## src/core/bus_hold_pkg.sv

```systemverilog
// Constants for the external bus hold handshake
package bus_hold_pkg;
	// Memory interface clock periods, counted in clk cycles (E = one clk period)
	localparam int FLOAT_MIN_E = 2;
	localparam int GRANT_MAX_E = 2;
	localparam int RESUME_MIN_E = 2;
	localparam int RESUME_MAX_E = 7;
	localparam int CLK_PERIOD_NS = 10;
	localparam int FLOAT_MIN_CYC = (FLOAT_MIN_E * CLK_PERIOD_NS + CLK_PERIOD_NS - 1) / CLK_PERIOD_NS;
	localparam int RESUME_MIN_CYC = (RESUME_MIN_E * CLK_PERIOD_NS + CLK_PERIOD_NS - 1) / CLK_PERIOD_NS;
	localparam int RESUME_MAX_CYC = (RESUME_MAX_E * CLK_PERIOD_NS) / CLK_PERIOD_NS;
	localparam int CNT_W = 3;
	localparam logic [CNT_W-1:0] CNT_ZERO = 3'h0;
	localparam logic [CNT_W-1:0] CNT_ONE = 3'h1;
	// Width of the floated bus group
	localparam int CHIP_EN_W = 4;
	localparam int BYTE_EN_W = 4;
	localparam int DATA_W = 32;
	localparam int ADDR_HI = 22;
	localparam int ADDR_LO = 3;
	localparam int STROBE_W = 3;
	localparam int GROUP_W = CHIP_EN_W + BYTE_EN_W + DATA_W + (ADDR_HI - ADDR_LO + 1) + STROBE_W + 3;
	localparam int CLK_OUT_N = 2;
	typedef enum logic [4:0] {
		ST_DRIVE = 5'h01,
		ST_DRAIN = 5'h02,
		ST_FLOAT = 5'h04,
		ST_HELD = 5'h08,
		ST_RESUME = 5'h10
	} hold_state_t;
endpackage

```

## src/core/hold_delay_counter.sv

```systemverilog
`timescale 1ns/1ps
// Loadable down counter for the hold handshake delays
module hold_delay_counter #(
	parameter int W = 3
) (
	// Clock and reset
	input wire logic clk,
	input wire logic reset_n,
	// Control
	input wire logic load,
	input wire logic [W-1:0] load_value,
	// Status
	output logic done
);
	logic [W-1:0] count_reg;
	logic [W-1:0] count_next;

	always_comb begin
		count_next = count_reg;
		if (load) begin
			count_next = load_value;
		end else if (count_reg != '0) begin
			count_next = count_reg - 1'b1;
		end
	end

	always_ff @(posedge clk or negedge reset_n) begin
		if (!reset_n) begin
			count_reg <= '0;
		end else begin
			count_reg <= count_next;
		end
	end

	assign done = (count_reg == '0) && !load;
endmodule

```

## src/core/external_bus_hold_handshake.sv

```systemverilog
`timescale 1ns/1ps
// Hold request and grant handshake that floats the external memory bus
// Operation
// - Hold request low floats memory bus no sooner than two periods later.
// - Grant goes low zero to two periods after bus floats.
// - Request high resumes bus drive two to seven periods later.
// - Grant returns high zero to two periods after bus drives.
// - Pending transactions finish first; idle bus gives minimum delay.
// - Refusal bit set withholds grant and keeps driving the bus.
// - Clock outputs keep toggling or float per float-select bit.
// - Floating clock outputs follow the same float and resume timing.
// - Floated group: enables, data, address, strobes, clock enable, transfer.
module external_bus_hold_handshake #(
	parameter int NUM_CLK_OUT = bus_hold_pkg::CLK_OUT_N
) (
	// Clock and reset
	input wire logic clk,
	input wire logic reset_n,
	// Hold handshake pins
	input wire logic hold_request_n,
	output logic bus_hold_grant_n,
	// Controls from the memory global control
	input wire logic hold_refusal_bit,
	input wire logic [NUM_CLK_OUT-1:0] clock_out_float_select,
	// Memory controller activity
	input wire logic transaction_pending,
	output logic hold_active,
	// Memory clock outputs and pin output enables, enables high while driven
	output logic bus_group_oe,
	output logic [NUM_CLK_OUT-1:0] memory_clock_output,
	output logic [NUM_CLK_OUT-1:0] memory_clock_output_oe
);
	bus_hold_pkg::hold_state_t state_reg;
	bus_hold_pkg::hold_state_t state_next;
	logic bus_oe_reg;
	logic bus_oe_next;
	logic grant_n_reg;
	logic grant_n_next;
	logic [NUM_CLK_OUT-1:0] clk_oe_reg;
	logic [NUM_CLK_OUT-1:0] clk_oe_next;
	logic [NUM_CLK_OUT-1:0] clk_out_reg;
	logic [NUM_CLK_OUT-1:0] clk_out_next;
	logic hold_active_reg;
	logic hold_active_next;
	logic cnt_load;
	logic [bus_hold_pkg::CNT_W-1:0] cnt_value;
	logic cnt_done;

	hold_delay_counter #(
		.W(bus_hold_pkg::CNT_W)
	) delay_counter (
		.clk(clk),
		.reset_n(reset_n),
		.load(cnt_load),
		.load_value(cnt_value),
		.done(cnt_done)
	);

	always_comb begin
		state_next = state_reg;
		bus_oe_next = bus_oe_reg;
		grant_n_next = grant_n_reg;
		clk_oe_next = clk_oe_reg;
		cnt_load = 1'b0;
		cnt_value = bus_hold_pkg::CNT_ZERO;
		unique case (state_reg)
			bus_hold_pkg::ST_DRIVE: begin
				if (!hold_request_n && !hold_refusal_bit) begin
					state_next = bus_hold_pkg::ST_DRAIN;
					cnt_load = 1'b1;
					cnt_value = bus_hold_pkg::CNT_W'(bus_hold_pkg::FLOAT_MIN_CYC - 1);
				end
			end
			bus_hold_pkg::ST_DRAIN: begin
				if (hold_request_n) begin
					state_next = bus_hold_pkg::ST_DRIVE;
				end else if (cnt_done && !transaction_pending && !hold_refusal_bit) begin
					state_next = bus_hold_pkg::ST_FLOAT;
					bus_oe_next = 1'b0;
					clk_oe_next = ~clock_out_float_select;
				end
			end
			bus_hold_pkg::ST_FLOAT: begin
				grant_n_next = 1'b0;
				state_next = bus_hold_pkg::ST_HELD;
			end
			bus_hold_pkg::ST_HELD: begin
				if (hold_request_n) begin
					state_next = bus_hold_pkg::ST_RESUME;
					cnt_load = 1'b1;
					cnt_value = bus_hold_pkg::CNT_W'(bus_hold_pkg::RESUME_MIN_CYC - 1);
				end
			end
			bus_hold_pkg::ST_RESUME: begin
				if (cnt_done) begin
					state_next = bus_hold_pkg::ST_DRIVE;
					bus_oe_next = 1'b1;
					clk_oe_next = '1;
					grant_n_next = 1'b1;
				end
			end
		endcase
		// hold flag tracks the floated group
		hold_active_next = ~bus_oe_next;
	end

	// Clock outputs toggle at half the core rate
	always_comb begin
		clk_out_next = ~clk_out_reg;
	end

	always_ff @(posedge clk or negedge reset_n) begin
		if (!reset_n) begin
			state_reg <= bus_hold_pkg::ST_DRIVE;
			bus_oe_reg <= 1'b1;
			grant_n_reg <= 1'b1;
			clk_oe_reg <= '1;
			clk_out_reg <= '0;
			hold_active_reg <= 1'b0;
		end else begin
			state_reg <= state_next;
			bus_oe_reg <= bus_oe_next;
			grant_n_reg <= grant_n_next;
			clk_oe_reg <= clk_oe_next;
			clk_out_reg <= clk_out_next;
			hold_active_reg <= hold_active_next;
		end
	end

	assign bus_hold_grant_n = grant_n_reg;
	assign bus_group_oe = bus_oe_reg;
	assign memory_clock_output = clk_out_reg;
	assign memory_clock_output_oe = clk_oe_reg;
	assign hold_active = hold_active_reg;
endmodule

```

## config.mk

```make
export PLATFORM = sky130hd
export DESIGN_NAME = external_bus_hold_handshake
export DESIGN_NICKNAME = d
export VERILOG_FILES = /design/src/core/bus_hold_pkg.sv /design/src/core/hold_delay_counter.sv /design/src/core/external_bus_hold_handshake.sv
export SDC_FILE = /design/constraint.sdc
export NUM_CORES = 1
export LEC_CHECK = 0
export BUFFER_PORTS_ARGS = -buffer_cell sky130_fd_sc_hd__buf_2
export CORE_MARGIN = 2
export CORE_UTILIZATION = 45
export DETAILED_ROUTE_END_ITERATION = 12
export PLACE_DENSITY = 0.67
export SLEW_MARGIN = 20
export SYNTH_ARGS = -nofsm -noshare
export SYNTH_HDL_FRONTEND = slang
export SYNTH_SLANG_ARGS = --single-unit
```

## constraint.sdc

```tcl
create_clock -name clk -period 2.6 [get_ports clk]
set_input_delay 0.13 -clock clk [delete_from_list [all_inputs] [get_ports clk]]
set_output_delay 0.13 -clock clk [all_outputs]
set_load 0.02 [all_outputs]
```

==> results by group, run 1 <==
Timing
  • Post-layout min period: 1900 ps
  • Setup Total Neg Slack: 0 ps
  • Upper clock frequency limit: 0.526 GHz
  • Final Skew: 2.52 ps
  • Worst path setup slack after routing: 699 ps
  • Setup-failing EPs final: 0
  • Max transition margin: 71.7%
  • Tightest Pin Transition: 425 ps
  • Share of the clock period used by the worst path after layout: 73.1%
  • Final Slew Violations: 0
  • RSZ-0062 raised after global routing: false
  • Endpoints failing hold: 0

Floorplanning
  • Die height: 48.7 um
  • Width of the chip: 48.7 um
  • Core area: 1920 sq um
  • Number of placement rows: 16
  • I/O pin count: 14
  • Starting density of the core: 46.7%
  • Total die area: 2370 sq um

Power
  • Sequential power share: 42.8%
  • Worst ir drop on vdd: 0.000388 V
  • Static Leakage: 0.426 nW
  • Internal power: 498 uW
  • Fraction of power spent switching nets: 39.8%
  • Power per Cell Area: 830 nW/um^2
  • NetSw: 330 uW
  • Clock share of power: 16.1%
  • Portion of total power attributed to combinational logic: 41.1%

Global route
  • Largest net degree at the start of global routing: 16
  • Global route overflow: 0
  • Number of antenna violations at the first check in global routing: 0
  • Wire length of the first global-routing pass: 2.83 mm
  • Via count of the first global-routing pass: 642
  • Tot GR Track Use: 14.8%

Route
  • Final Routed Wirelength: 1.69 mm
  • Overall via count from detail_route: 724
  • Iter 0 DRT Violations: 19
  • Vias per std cell: 5.53
  • First-pass iteration count of the detailed router: 4
  • DRC violations left: 0
  • Post-DRT Antenna Nets: 0
  • Drt wl/cell: 12.9 um

Clock tree
  • Sink Count: 15
  • PostCTS Resize Cnt: 0
  • Post-CTS Setup Inserts: 0
  • Number of buffers created by CTS: 3
  • TritonCTS clock tree: yes
  • Worst-skew pair later-pin latency: 280 ps
  • Root cell of the clock tree: clkbuf_4
  • Clock-pin slew reported for the worst setup and hold paths after clock tree synthesis: 90 ps
  • Clock tree buffer depth: 2
  • Number of levels in the clock H-tree: 1

Layout
  • Commonest non-fill, non-tap cell in the layout: buf_2
  • Antenna cells: 0
  • Final Net Count: 114
  • Layout cells sized above 1: 29.8%
  • Area added between synthesis and finish: 11.0%
  • Final core utilization: 51.9%
  • Commonest cells after routing, fill and taps aside: buf_2, nor2_1, dfrtp_1
  • Largest register FFs: 5

Synthesis
  • Average cell area after synthesis: 9.87 sq um
  • Post-Syn Nets: 100
  • Flip-flop and latch count after synthesis: 15
  • Async set or reset register ratio after synthesis: 100%
  • Area share of fa/ha/maj cells after synthesis: 2.79%
  • Number of enable-type register cells in the synthesized netlist: 0
  • Compound-Gate Fraction of Synth Area: 18.8%
  • Post-synthesis cell area: 898 sq um
  • Simple-gate share of the synthesized area: 25.3%
  • Post-synthesis share of cell area spent on xor and xnor gates: 2.92%
  • Main combinational cell family by area after synthesis: simple AND/OR/NAND/NOR gates
  • Multiplexer share of the synthesized area: 1.11%
  • Flip-flop cell with the highest count after synthesis: dfrtp_1
  • Yosys warnings: 0
  • Sequential cell area fraction in the yosys report: 42.5%
  • Post-synthesis cell count: 91
  • Number of distinct library cell variants in the gate-level netlist after synthesis: 47

Setup path
  • Data required, critical path: 2770 ps
  • Arrival time of data at the critical path endpoint: 2070 ps
  • Startpoint class of the critical path: flop
  • CP Buf/Inv Count: 1
  • Cell type with the highest occurrence count on the critical path: ha_1
  • Crit path largest cell delay: 440 ps
  • Worst Path Max Fanout: 11
  • Critical Path, Cell by Cell: inv_1 > ha_1 > ha_1 > or3b_1 > a21oi_1 > o211a_1 > o2bb2ai_1
  • Largest delay contributor family on the critical path: adder cells
  • Highest-delay cell along the critical path: or3b_1
  • Element type at the critical path end: flop
  • Startpoint-to-endpoint class of the critical path: reg2reg

Placed design
  • Number of input and output port buffers inserted: 13
  • Gp weighted congestion: 0.798
  • Dpl ws: 697 ps
  • HPWL after detailed placement: 1.23 mm

Job
  • Number of max-capacitance violations reported: 0

Min path
  • Class of the most critical hold timing path: in2reg

Outcome
  • Run status: finished clean
worst register-to-register path: cells and delay by family (launching register included):
family,cells,cell delay [ps]
adder cells (fa/ha/maj),2,500
AND/OR/NAND/NOR,1,440
AO/OA/AOI/OAI,3,440
flip-flops,1,370
buffers and inverters,1,50
Yosys cell counts, types with 2 or more instances:
master,number,area (sq um)
o21ai_1,2,10.0
nand2b_1,2,12.5
o31ai_1,2,15.0
nor2_1,11,41.3
nor3_1,3,15.0
buf_2,2,10.0
inv_1,5,18.8
dfrtp_1,10,250
xnor2_1,2,17.5
a31oi_1,3,18.8
buf_4,2,15.0
ha_1,2,25.0
dfstp_2,5,131
o21ai_0,2,10.0
a21oi_1,6,30.0
path summary, 6_finish.rpt:
check                           slack [ps]                  startpoint                endpoint  depth (start not counted)
worst max-delay path                   700  delay_counter.count_reg[0]            state_reg[1]                          7
worst min-delay path                   210              hold_request_n            state_reg[4]                          3
worst max register to register         700  delay_counter.count_reg[0]            state_reg[1]                          7
worst min register to register         410      memory_clock_output[1]  memory_clock_output[1]                          1
max in group asynchronous             2030                     reset_n        bus_hold_grant_n                          2
min in group asynchronous              270                     reset_n             hold_active                          2
metal layers:
metal / track usage, % / vias up / share of wire [%]
met5: 0 / - / 0
met2: 23.5 / 22 / 45
met1: 21.2 / 346 / 49
li1: - / 354 / -
met3: 1.85 / 2 / 5.3
met4: 4.29 / 0 / 0.47
through the flow:
stage / total power [mW] / hold WS, ps / area, sq um / instances
2_1_floorplan: 0.631 / -166 / 898 / 91
3_3_place_gp: 0.685 / 46.9 / 961 / 126
3_5_place_dp: 0.696 / 57.3 / 961 / 126
4_1_cts: 0.830 / 207 / 997 / 131
5_1_grt: 0.897 / 215 / 997 / 131
6_report: 0.828 / 212 / 997 / 131
power groups by stage:
stage	combinational [mW]	sequential, mW	clock, mW
after floorplan	0.308	0.323	0
after global placement	0.328	0.357	0
after detailed placement	0.337	0.359	0
after CTS	0.340	0.355	0.135
after global routing	0.385	0.367	0.145
final	0.340	0.354	0.133
logic make-up (layout without fill, tap and decap cells):
group           Yosys count  after routing
buf+inv                  11             24
fa+ha+maj                 2              2
mux                       1              1
compound gates           23             23
flops                    15             15
xor+xnor                  3              3
simple gates             36             36
cell type report:
cell class	instances	area, sq um
Clock buffer	4	26.3
Fill cell	187	925
Inverter	6	22.5
Multi-Input combinational cell	65	458
Sequential cell	15	382
Tap cell	27	33.8
Timing Repair Buffer	14	75.1
what timing repair did:
action	in CTS	in global routing
endpoints found under the hold margin	10	0
setup endpoints to repair	0	0
hold buffers	1	0
No activity file was read; power rests on OpenSTA's default activity.
==> run 2: changes to the inputs <==
clock period = 2 ns   (was 2.6 ns; I/O delays follow)
==> run 2 against run 1 <==
Effect of this change: non-clock buffer count grew 2; highest routed layer unchanged; worst setup slack worse by 410 ps; core utilization is 0.85 points higher; wire length grew 5.5%; clock power is 35% higher.
==> results by group, run 2 (synthesis gave the netlist of run 1 again) <==
Route
  • Vias per std cell: 5.32 (was 5.53)
  • Final Routed Wirelength: 1.78 mm (was 1.69 mm)
  • DRC violations left: 0 (unchanged)
  • Overall via count from detail_route: 708 (was 724)
  • Iter 0 DRT Violations: 7 (was 19)
  • Drt wl/cell: 13.4 um (was 12.9 um)
  • Post-DRT Antenna Nets: 0 (unchanged)
  • First-pass iteration count of the detailed router: 4 (unchanged)

Placed design
  • Post-place instance area: 976 sq um (was 961 sq um)
  • Cell total after placement: 128 (was 126)
  • HPWL after detailed placement: 1.30 mm (was 1.23 mm)
  • Number of input and output port buffers inserted: 13 (unchanged)
  • Gp weighted congestion: 0.729 (was 0.798)

Power
  • Static Leakage: 0.440 nW (was 0.426 nW)
  • Fraction of power spent switching nets: 40.2% (was 39.8%)
  • Sequential power share: 42.1% (was 42.8%)
  • NetSw: 438 uW (was 330 uW)
  • Worst ir drop on vdd: 0.000587 V (was 0.000388 V)
  • Clock share of power: 16.5% (was 16.1%)
  • Power per Cell Area: 1080 nW/um^2 (was 830 nW/um^2)
  • Internal power: 652 uW (was 498 uW)
  • Portion of total power attributed to combinational logic: 41.4% (was 41.1%)

Setup path
  • Startpoint-to-endpoint class of the critical path: reg2reg (unchanged)
  • FF-to-FF setup slack: 290 ps (was 700 ps)
  • Data required, critical path: 2190 ps (was 2770 ps)
  • Worst Path Max Fanout: 2 (was 11)
  • Destination of the worst register-to-register timing path: state_reg[1] (unchanged)
  • Number of cells on the worst reg-to-reg path: 7 (unchanged)
  • Element type at the critical path end: flop (unchanged)
  • Launching point of the worst reg2reg path: delay_counter.count_reg[0] (unchanged)
  • Startpoint class of the critical path: flop (unchanged)
  • Arrival time of data at the critical path endpoint: 1900 ps (was 2070 ps)

Clock tree
  • PostCTS Resize Cnt: 0 (unchanged)
  • Number of buffers created by CTS: 3 (unchanged)
  • Sink Count: 15 (unchanged)
  • Post-CTS Setup Inserts: 0 (unchanged)
  • TritonCTS clock tree: yes (unchanged)
  • Clock tree buffer depth: 2 (unchanged)
  • Number of levels in the clock H-tree: 1 (unchanged)
  • Root cell of the clock tree: clkbuf_4 (unchanged)
  • Worst-skew pair later-pin latency: 290 ps (was 280 ps)
  • Clock-pin slew reported for the worst setup and hold paths after clock tree synthesis: 100 ps (was 90 ps)
  • # hold bufs at CTS: 1 (unchanged)

Floorplanning
  • Number of placement rows: 16 (unchanged)
  • Starting density of the core: 46.7% (unchanged)
  • Core area: 1920 sq um (unchanged)
  • Die height: 48.7 um (unchanged)
  • Width of the chip: 48.7 um (unchanged)
  • I/O pin count: 14 (unchanged)
  • Total die area: 2370 sq um (unchanged)

Global route
  • Number of antenna violations at the first check in global routing: 0 (unchanged)
  • Via count of the first global-routing pass: 652 (was 642)
  • Global route overflow: 0 (unchanged)
  • Tot GR Track Use: 16.6% (was 14.8%)
  • Wire length of the first global-routing pass: 2.99 mm (was 2.83 mm)
  • Largest net degree at the start of global routing: 16 (unchanged)

Layout
  • Final standard cell area without fillers: 1010 sq um (was 997 sq um)
  • Largest register FFs: 5 (unchanged)
  • Filler-free cell count of the finished design: 133 (was 131)
  • Area added between synthesis and finish: 12.8% (was 11.0%)
  • Commonest non-fill, non-tap cell in the layout: buf_2 (unchanged)
  • Antenna cells: 0 (unchanged)
  • Commonest cells after routing, fill and taps aside: buf_2, nor2_1, dfrtp_1 (unchanged)
  • Layout cells sized above 1: 32.1% (was 29.8%)
  • Final core utilization: 52.7% (was 51.9%)
  • Final Net Count: 116 (was 114)

Timing
  • Tightest Pin Transition: 425 ps (about the same)
  • Final Skew: 8.82 ps (was 2.52 ps)
  • Setup-failing EPs final: 0 (unchanged)
  • Upper clock frequency limit: 0.585 GHz (was 0.526 GHz)
  • Final Slew Violations: 0 (unchanged)
  • Share of the clock period used by the worst path after layout: 85.5% (was 73.1%)
  • Post-layout min period: 1710 ps (was 1900 ps)
  • Endpoints failing hold: 0 (unchanged)
  • Max transition margin: 71.7% (about the same)
  • Setup Total Neg Slack: 0 ps (unchanged)
  • RSZ-0062 raised after global routing: false (unchanged)

Outcome
  • Run status: finished clean (unchanged)

Min path
  • Endpoint, Worst Hold: memory_clock_output_oe[1] (was state_reg[4])
  • Number of cells on the worst hold path: 4 (was 3)
  • Worst hold path startpoint: transaction_pending (was hold_request_n)
  • Class of the most critical hold timing path: in2reg (unchanged)

Job
  • Number of max-capacitance violations reported: 0 (unchanged)
run 2: area by class of cell:
cell class,instances,area (sq um)
repair buffers,16,90.1
multi-input cells,65,458
clock buffers,3,22.5
flip-flops and latches,15,382
clock inverters,1,5.00
well taps,27,33.8
inverters,6,22.5
fillers,188,908
run 2: worst max-delay path, stage by stage, from the launching register on:
cell       delay [ps]
dfrtp_1           370
inv_1              50
ha_1              190
ha_1              190
or3b_1            390
a21oi_1           160
o211a_1           200
o2bb2ai_1          70
run 2: worst max path at each step:
stage / startpoint / endpoint / slack [ps] / cells after the start
floorplan: delay_counter.count_reg[0] / state_reg[1] / 370 / 7
global placement: delay_counter.count_reg[0] / state_reg[1] / 330 / 7
detailed placement: delay_counter.count_reg[0] / state_reg[1] / 290 / 7
CTS: delay_counter.count_reg[0] / state_reg[1] / 280 / 7
global route: delay_counter.count_reg[0] / state_reg[1] / 150 / 7
finish: delay_counter.count_reg[0] / state_reg[1] / 290 / 7
run 2: metal layers:
metal  global-route usage [%]  vias up  share of wire, %
met1                     21.6      326                45
met2                     26.3       18                50
met4                     10.0        0               2.2
li1                         -      360                 -
met3                     2.16        4               3.0
met5                        0        -                 0
run 2: stage by stage:
step,hold WS (ps),setup slack (ps),power [mW]
2_1_floorplan,-196,372,0.821
3_3_place_gp,16.8,329,0.903
3_5_place_dp,29.2,292,0.917
4_1_cts,167,283,1.10
5_1_grt,182,146,1.18
6_report,159,290,1.09
run 2: power by group through the flow:
stage               clock network [mW]  registers (mW)  logic [mW]
finish                           0.180           0.459       0.451
global route                     0.196           0.474       0.514
CTS                              0.181           0.459       0.456
detailed placement                   0           0.465       0.452
global placement                     0           0.463       0.440
floorplan                            0           0.420       0.401
==> run 3: changes to the inputs <==
ABC_AREA = 1   (was default)
PLACE_DENSITY = 0.68   (was 0.67)
==> run 3 against run 2 <==
Effect of this change: sequential cell count stayed put; register-to-register slack better by 230 ps; global-route usage up 1.2 points; critical path depth is 2 higher; clock-buffer cell count did not move; total power shrank 2.8%; clock skew is 8.4 ps lower; hold slack lost 120 ps; die area fell by 12%; wire length is 18% lower; first-iteration DRC count grew 43%; critical path type unchanged.
==> results by group, run 3 <==
Power
  • Power per Cell Area: 1170 nW/um^2 (was 1080 nW/um^2)
  • Static Leakage: 0.479 nW (was 0.440 nW)
  • Portion of total power attributed to combinational logic: 40.9% (was 41.4%)
  • NetSw: 415 uW (was 438 uW)
  • Worst ir drop on vdd: 0.000752 V (was 0.000587 V)
  • Clock share of power: 16.4% (was 16.5%)
  • Fraction of power spent switching nets: 39.1% (was 40.2%)
  • Internal power: 646 uW (was 652 uW)
  • Sequential power share: 42.7% (was 42.1%)

Layout
  • Area added between synthesis and finish: 15.8% (was 12.8%)
  • Antenna cells: 0 (unchanged)
  • Final core utilization: 54.2% (was 52.7%)
  • Final standard cell area without fillers: 906 sq um (was 1010 sq um)
  • Commonest non-fill, non-tap cell in the layout: nand2_1 (was buf_2)
  • Layout cells sized above 1: 32.7% (was 32.1%)
  • Largest register FFs: 5 (unchanged)
  • Final Net Count: 120 (was 116)
  • # fillers: 172 (was 188)
  • Commonest cells after routing, fill and taps aside: nand2_1, inv_1, buf_2 (was buf_2, nor2_1, dfrtp_1)

Setup path
  • Arrival time of data at the critical path endpoint: 1720 ps (was 1900 ps)
  • Startpoint class of the critical path: flop (unchanged)
  • Startpoint-to-endpoint class of the critical path: reg2reg (unchanged)
  • Element type at the critical path end: flop (unchanged)
  • Crit path largest cell delay: 370 ps (was 390 ps)
  • Highest-delay cell along the critical path: dfrtp_1 (was or3b_1)
  • Critical Path, Cell by Cell: inv_1 > ha_1 > ha_1 > inv_1 > nor2_2 > nand3_1 > nand2_1 > nand3_1 > nand2_1 (was inv_1 > ha_1 > ha_1 > or3b_1 > a21oi_1 > o211a_1 > o2bb2ai_1)
  • Worst Path Max Fanout: 4 (was 2)
  • Data required, critical path: 2240 ps (was 2190 ps)

Floorplanning
  • Width of the chip: 45.7 um (was 48.7 um)
  • Total die area: 2090 sq um (was 2370 sq um)
  • Number of placement rows: 15 (was 16)
  • Die height: 45.7 um (was 48.7 um)
  • Core area: 1670 sq um (was 1920 sq um)
  • I/O pin count: 14 (unchanged)
  • Starting density of the core: 46.8% (was 46.7%)

Clock tree
  • TritonCTS clock tree: yes (unchanged)
  • Post-CTS Setup Inserts: 0 (unchanged)
  • Clock-pin slew reported for the worst setup and hold paths after clock tree synthesis: 90 ps (was 100 ps)
  • Number of buffers created by CTS: 3 (unchanged)
  • Sink Count: 15 (unchanged)
  • Clock tree buffer depth: 2 (unchanged)
  • Worst-skew pair later-pin latency: 290 ps (about the same)
  • Number of levels in the clock H-tree: 1 (unchanged)
  • Root cell of the clock tree: clkbuf_4 (unchanged)

Timing
  • Smallest hold slack: 35.8 ps (was 159 ps)
  • Upper clock frequency limit: 0.675 GHz (was 0.585 GHz)
  • Setup-failing EPs final: 0 (unchanged)
  • Setup Total Neg Slack: 0 ps (unchanged)
  • Final Slew Violations: 0 (unchanged)
  • RSZ-0062 raised after global routing: false (unchanged)
  • Endpoints failing hold: 0 (unchanged)
  • Max transition margin: 77.8% (was 71.7%)
  • Share of the clock period used by the worst path after layout: 74.1% (was 85.5%)
  • Post-layout min period: 1480 ps (was 1710 ps)
  • Tightest Pin Transition: 333 ps (was 425 ps)
  • Final Skew: 0.398 ps (was 8.82 ps)

Synthesis
  • Count leader, synth: nand2_1 (was nor2_1)
  • Portion of synthesized cell area occupied by the leading cell type: 32.0% (was 27.9%)
  • Post-Syn Nets: 101 (was 100)
  • Library cell with the largest summed area after synthesis: dfrtp_1 (unchanged)
  • Top cells by area, synth: dfrtp_1, dfstp_2, nand2_1 (was dfrtp_1, dfstp_2, nor2_1)
  • Yosys warnings: 0 (unchanged)
  • Flip-flop cell with the highest count after synthesis: dfrtp_1 (unchanged)
  • Most frequent cells after synthesis: nand2_1, inv_1, dfrtp_1 (was nor2_1, dfrtp_1, a21oi_1)
  • Post-synthesis cell count: 92 (was 91)
  • Number of enable-type register cells in the synthesized netlist: 0 (unchanged)
  • Flip-flop and latch count after synthesis: 15 (unchanged)
  • Post-synthesis cell area: 782 sq um (was 898 sq um)
  • Number of distinct library cell variants in the gate-level netlist after synthesis: 22 (was 47)
  • Sequential cell area fraction in the yosys report: 48.8% (was 42.5%)
  • Async set or reset register ratio after synthesis: 100% (unchanged)
  • Average cell area after synthesis: 8.50 sq um (was 9.87 sq um)

Global route
  • Global routing usage on met2: 27.6% (was 26.3%)
  • Met3 usage: 3.57% (was 2.16%)
  • Via count of the first global-routing pass: 602 (was 652)
  • Number of antenna violations at the first check in global routing: 0 (unchanged)
  • Wire length of the first global-routing pass: 2.54 mm (was 2.99 mm)
  • Met1 global-route usage: 22.6% (was 21.6%)
  • Global routing's busiest layer: met2 (unchanged)
  • Global route overflow: 0 (unchanged)
  • Tot GR Track Use: 17.8% (was 16.6%)
  • Largest net degree at the start of global routing: 16 (unchanged)

Route
  • First-pass iteration count of the detailed router: 4 (unchanged)
  • Post-DRT Antenna Nets: 0 (unchanged)
  • Overall via count from detail_route: 672 (was 708)
  • DRC violations left: 0 (unchanged)
  • Drt wl/cell: 11.5 um (was 13.4 um)
  • Iter 0 DRT Violations: 10 (was 7)
  • Vias per std cell: 5.29 (was 5.32)
  • Final Routed Wirelength: 1.47 mm (was 1.78 mm)

Outcome
  • Run status: finished clean (unchanged)

Placed design
  • Number of input and output port buffers inserted: 13 (unchanged)
  • Post-place instance area: 868 sq um (was 976 sq um)
  • HPWL after detailed placement: 1.16 mm (was 1.30 mm)
  • Gp weighted congestion: 0.808 (was 0.729)

Min path
  • Class of the most critical hold timing path: in2reg (unchanged)

Job
  • Number of max-capacitance violations reported: 0 (unchanged)
==> run 3: cells by family (layout without fill, tap and decap cells) <==
logic type | Yosys count | count (layout) | synth area share, %
compound gates | 11 | 11 | 9.12
fa+ha+maj | 2 | 2 | 3.20
buf+inv | 17 | 35 | 8.16
flops | 15 | 15 | 48.8
simple gates | 47 | 47 | 30.7
==> run 3: repair_timing <==
action / CTS / global route
endpoints found under the setup margin: 0 / 0
hold endpoints to repair: 15 / 0
gates resized for setup: 0 / 0
hold buffers: 1 / 0
==> run 3: final timing paths <==
| path | cells after the start | from | slack [ps] | end |
|---|---|---|---|---|
| max | 9 | delay_counter.count_reg[0] | 520 | memory_clock_output_oe[1] |
| min | 4 | clock_out_float_select[0] | 40 | memory_clock_output_oe[0] |
| max reg2reg | 9 | delay_counter.count_reg[0] | 520 | memory_clock_output_oe[1] |
| min reg2reg | 1 | memory_clock_output[0] | 410 | memory_clock_output[0] |
| max in group asynchronous | 2 | reset_n | 1480 | asynchronous set/reset pin |
| min in group asynchronous | 2 | reset_n | 230 | state_reg[4] |
==> run 3: final cells by class <==
class | count | area (sq um) | area share, %
tap | 17 | 21.3 | 2.35
timing repair buffer | 14 | 75.1 | 8.29
multi-input combinational | 60 | 337 | 37.2
sequential | 15 | 382 | 42.1
clock inverter | 1 | 5.00 | 0.552
inverter | 17 | 63.8 | 7.04
clock buffer | 3 | 22.5 | 2.49
==> run 3: power groups by stage <==
stage	sequential [mW]	combinational [mW]	clock, mW
2_1_floorplan	0.491	0.295	0
3_3_place_gp	0.455	0.423	0
3_5_place_dp	0.460	0.437	0
4_1_cts	0.454	0.439	0.181
5_1_grt	0.462	0.496	0.193
6_report	0.453	0.434	0.174
==> run 3: worst max-delay path, delay by kind of cell, from the launching register on <==
kind / cells / cell delay, ps
buffers and inverters: 2 / 180
AND/OR/NAND/NOR: 5 / 500
adder cells (fa/ha/maj): 2 / 390
flip-flops: 1 / 370
==> run 3: per-layer routing <==
layer / up-vias / wire length [um]
li1: 337 / -
met1: 322 / 638
met2: 8 / 740
met3: 5 / 46
met4: 0 / 40
met5: - / 0
==> run 3: through the flow <==
step / setup WS (ps) / total power [mW] / std cells
after detailed placement: 524 / 0.897 / 122
after CTS: 492 / 1.07 / 127
final: 518 / 1.06 / 127
after floorplan: 704 / 0.786 / 92
after global routing: 295 / 1.15 / 127
after global placement: 557 / 0.878 / 122
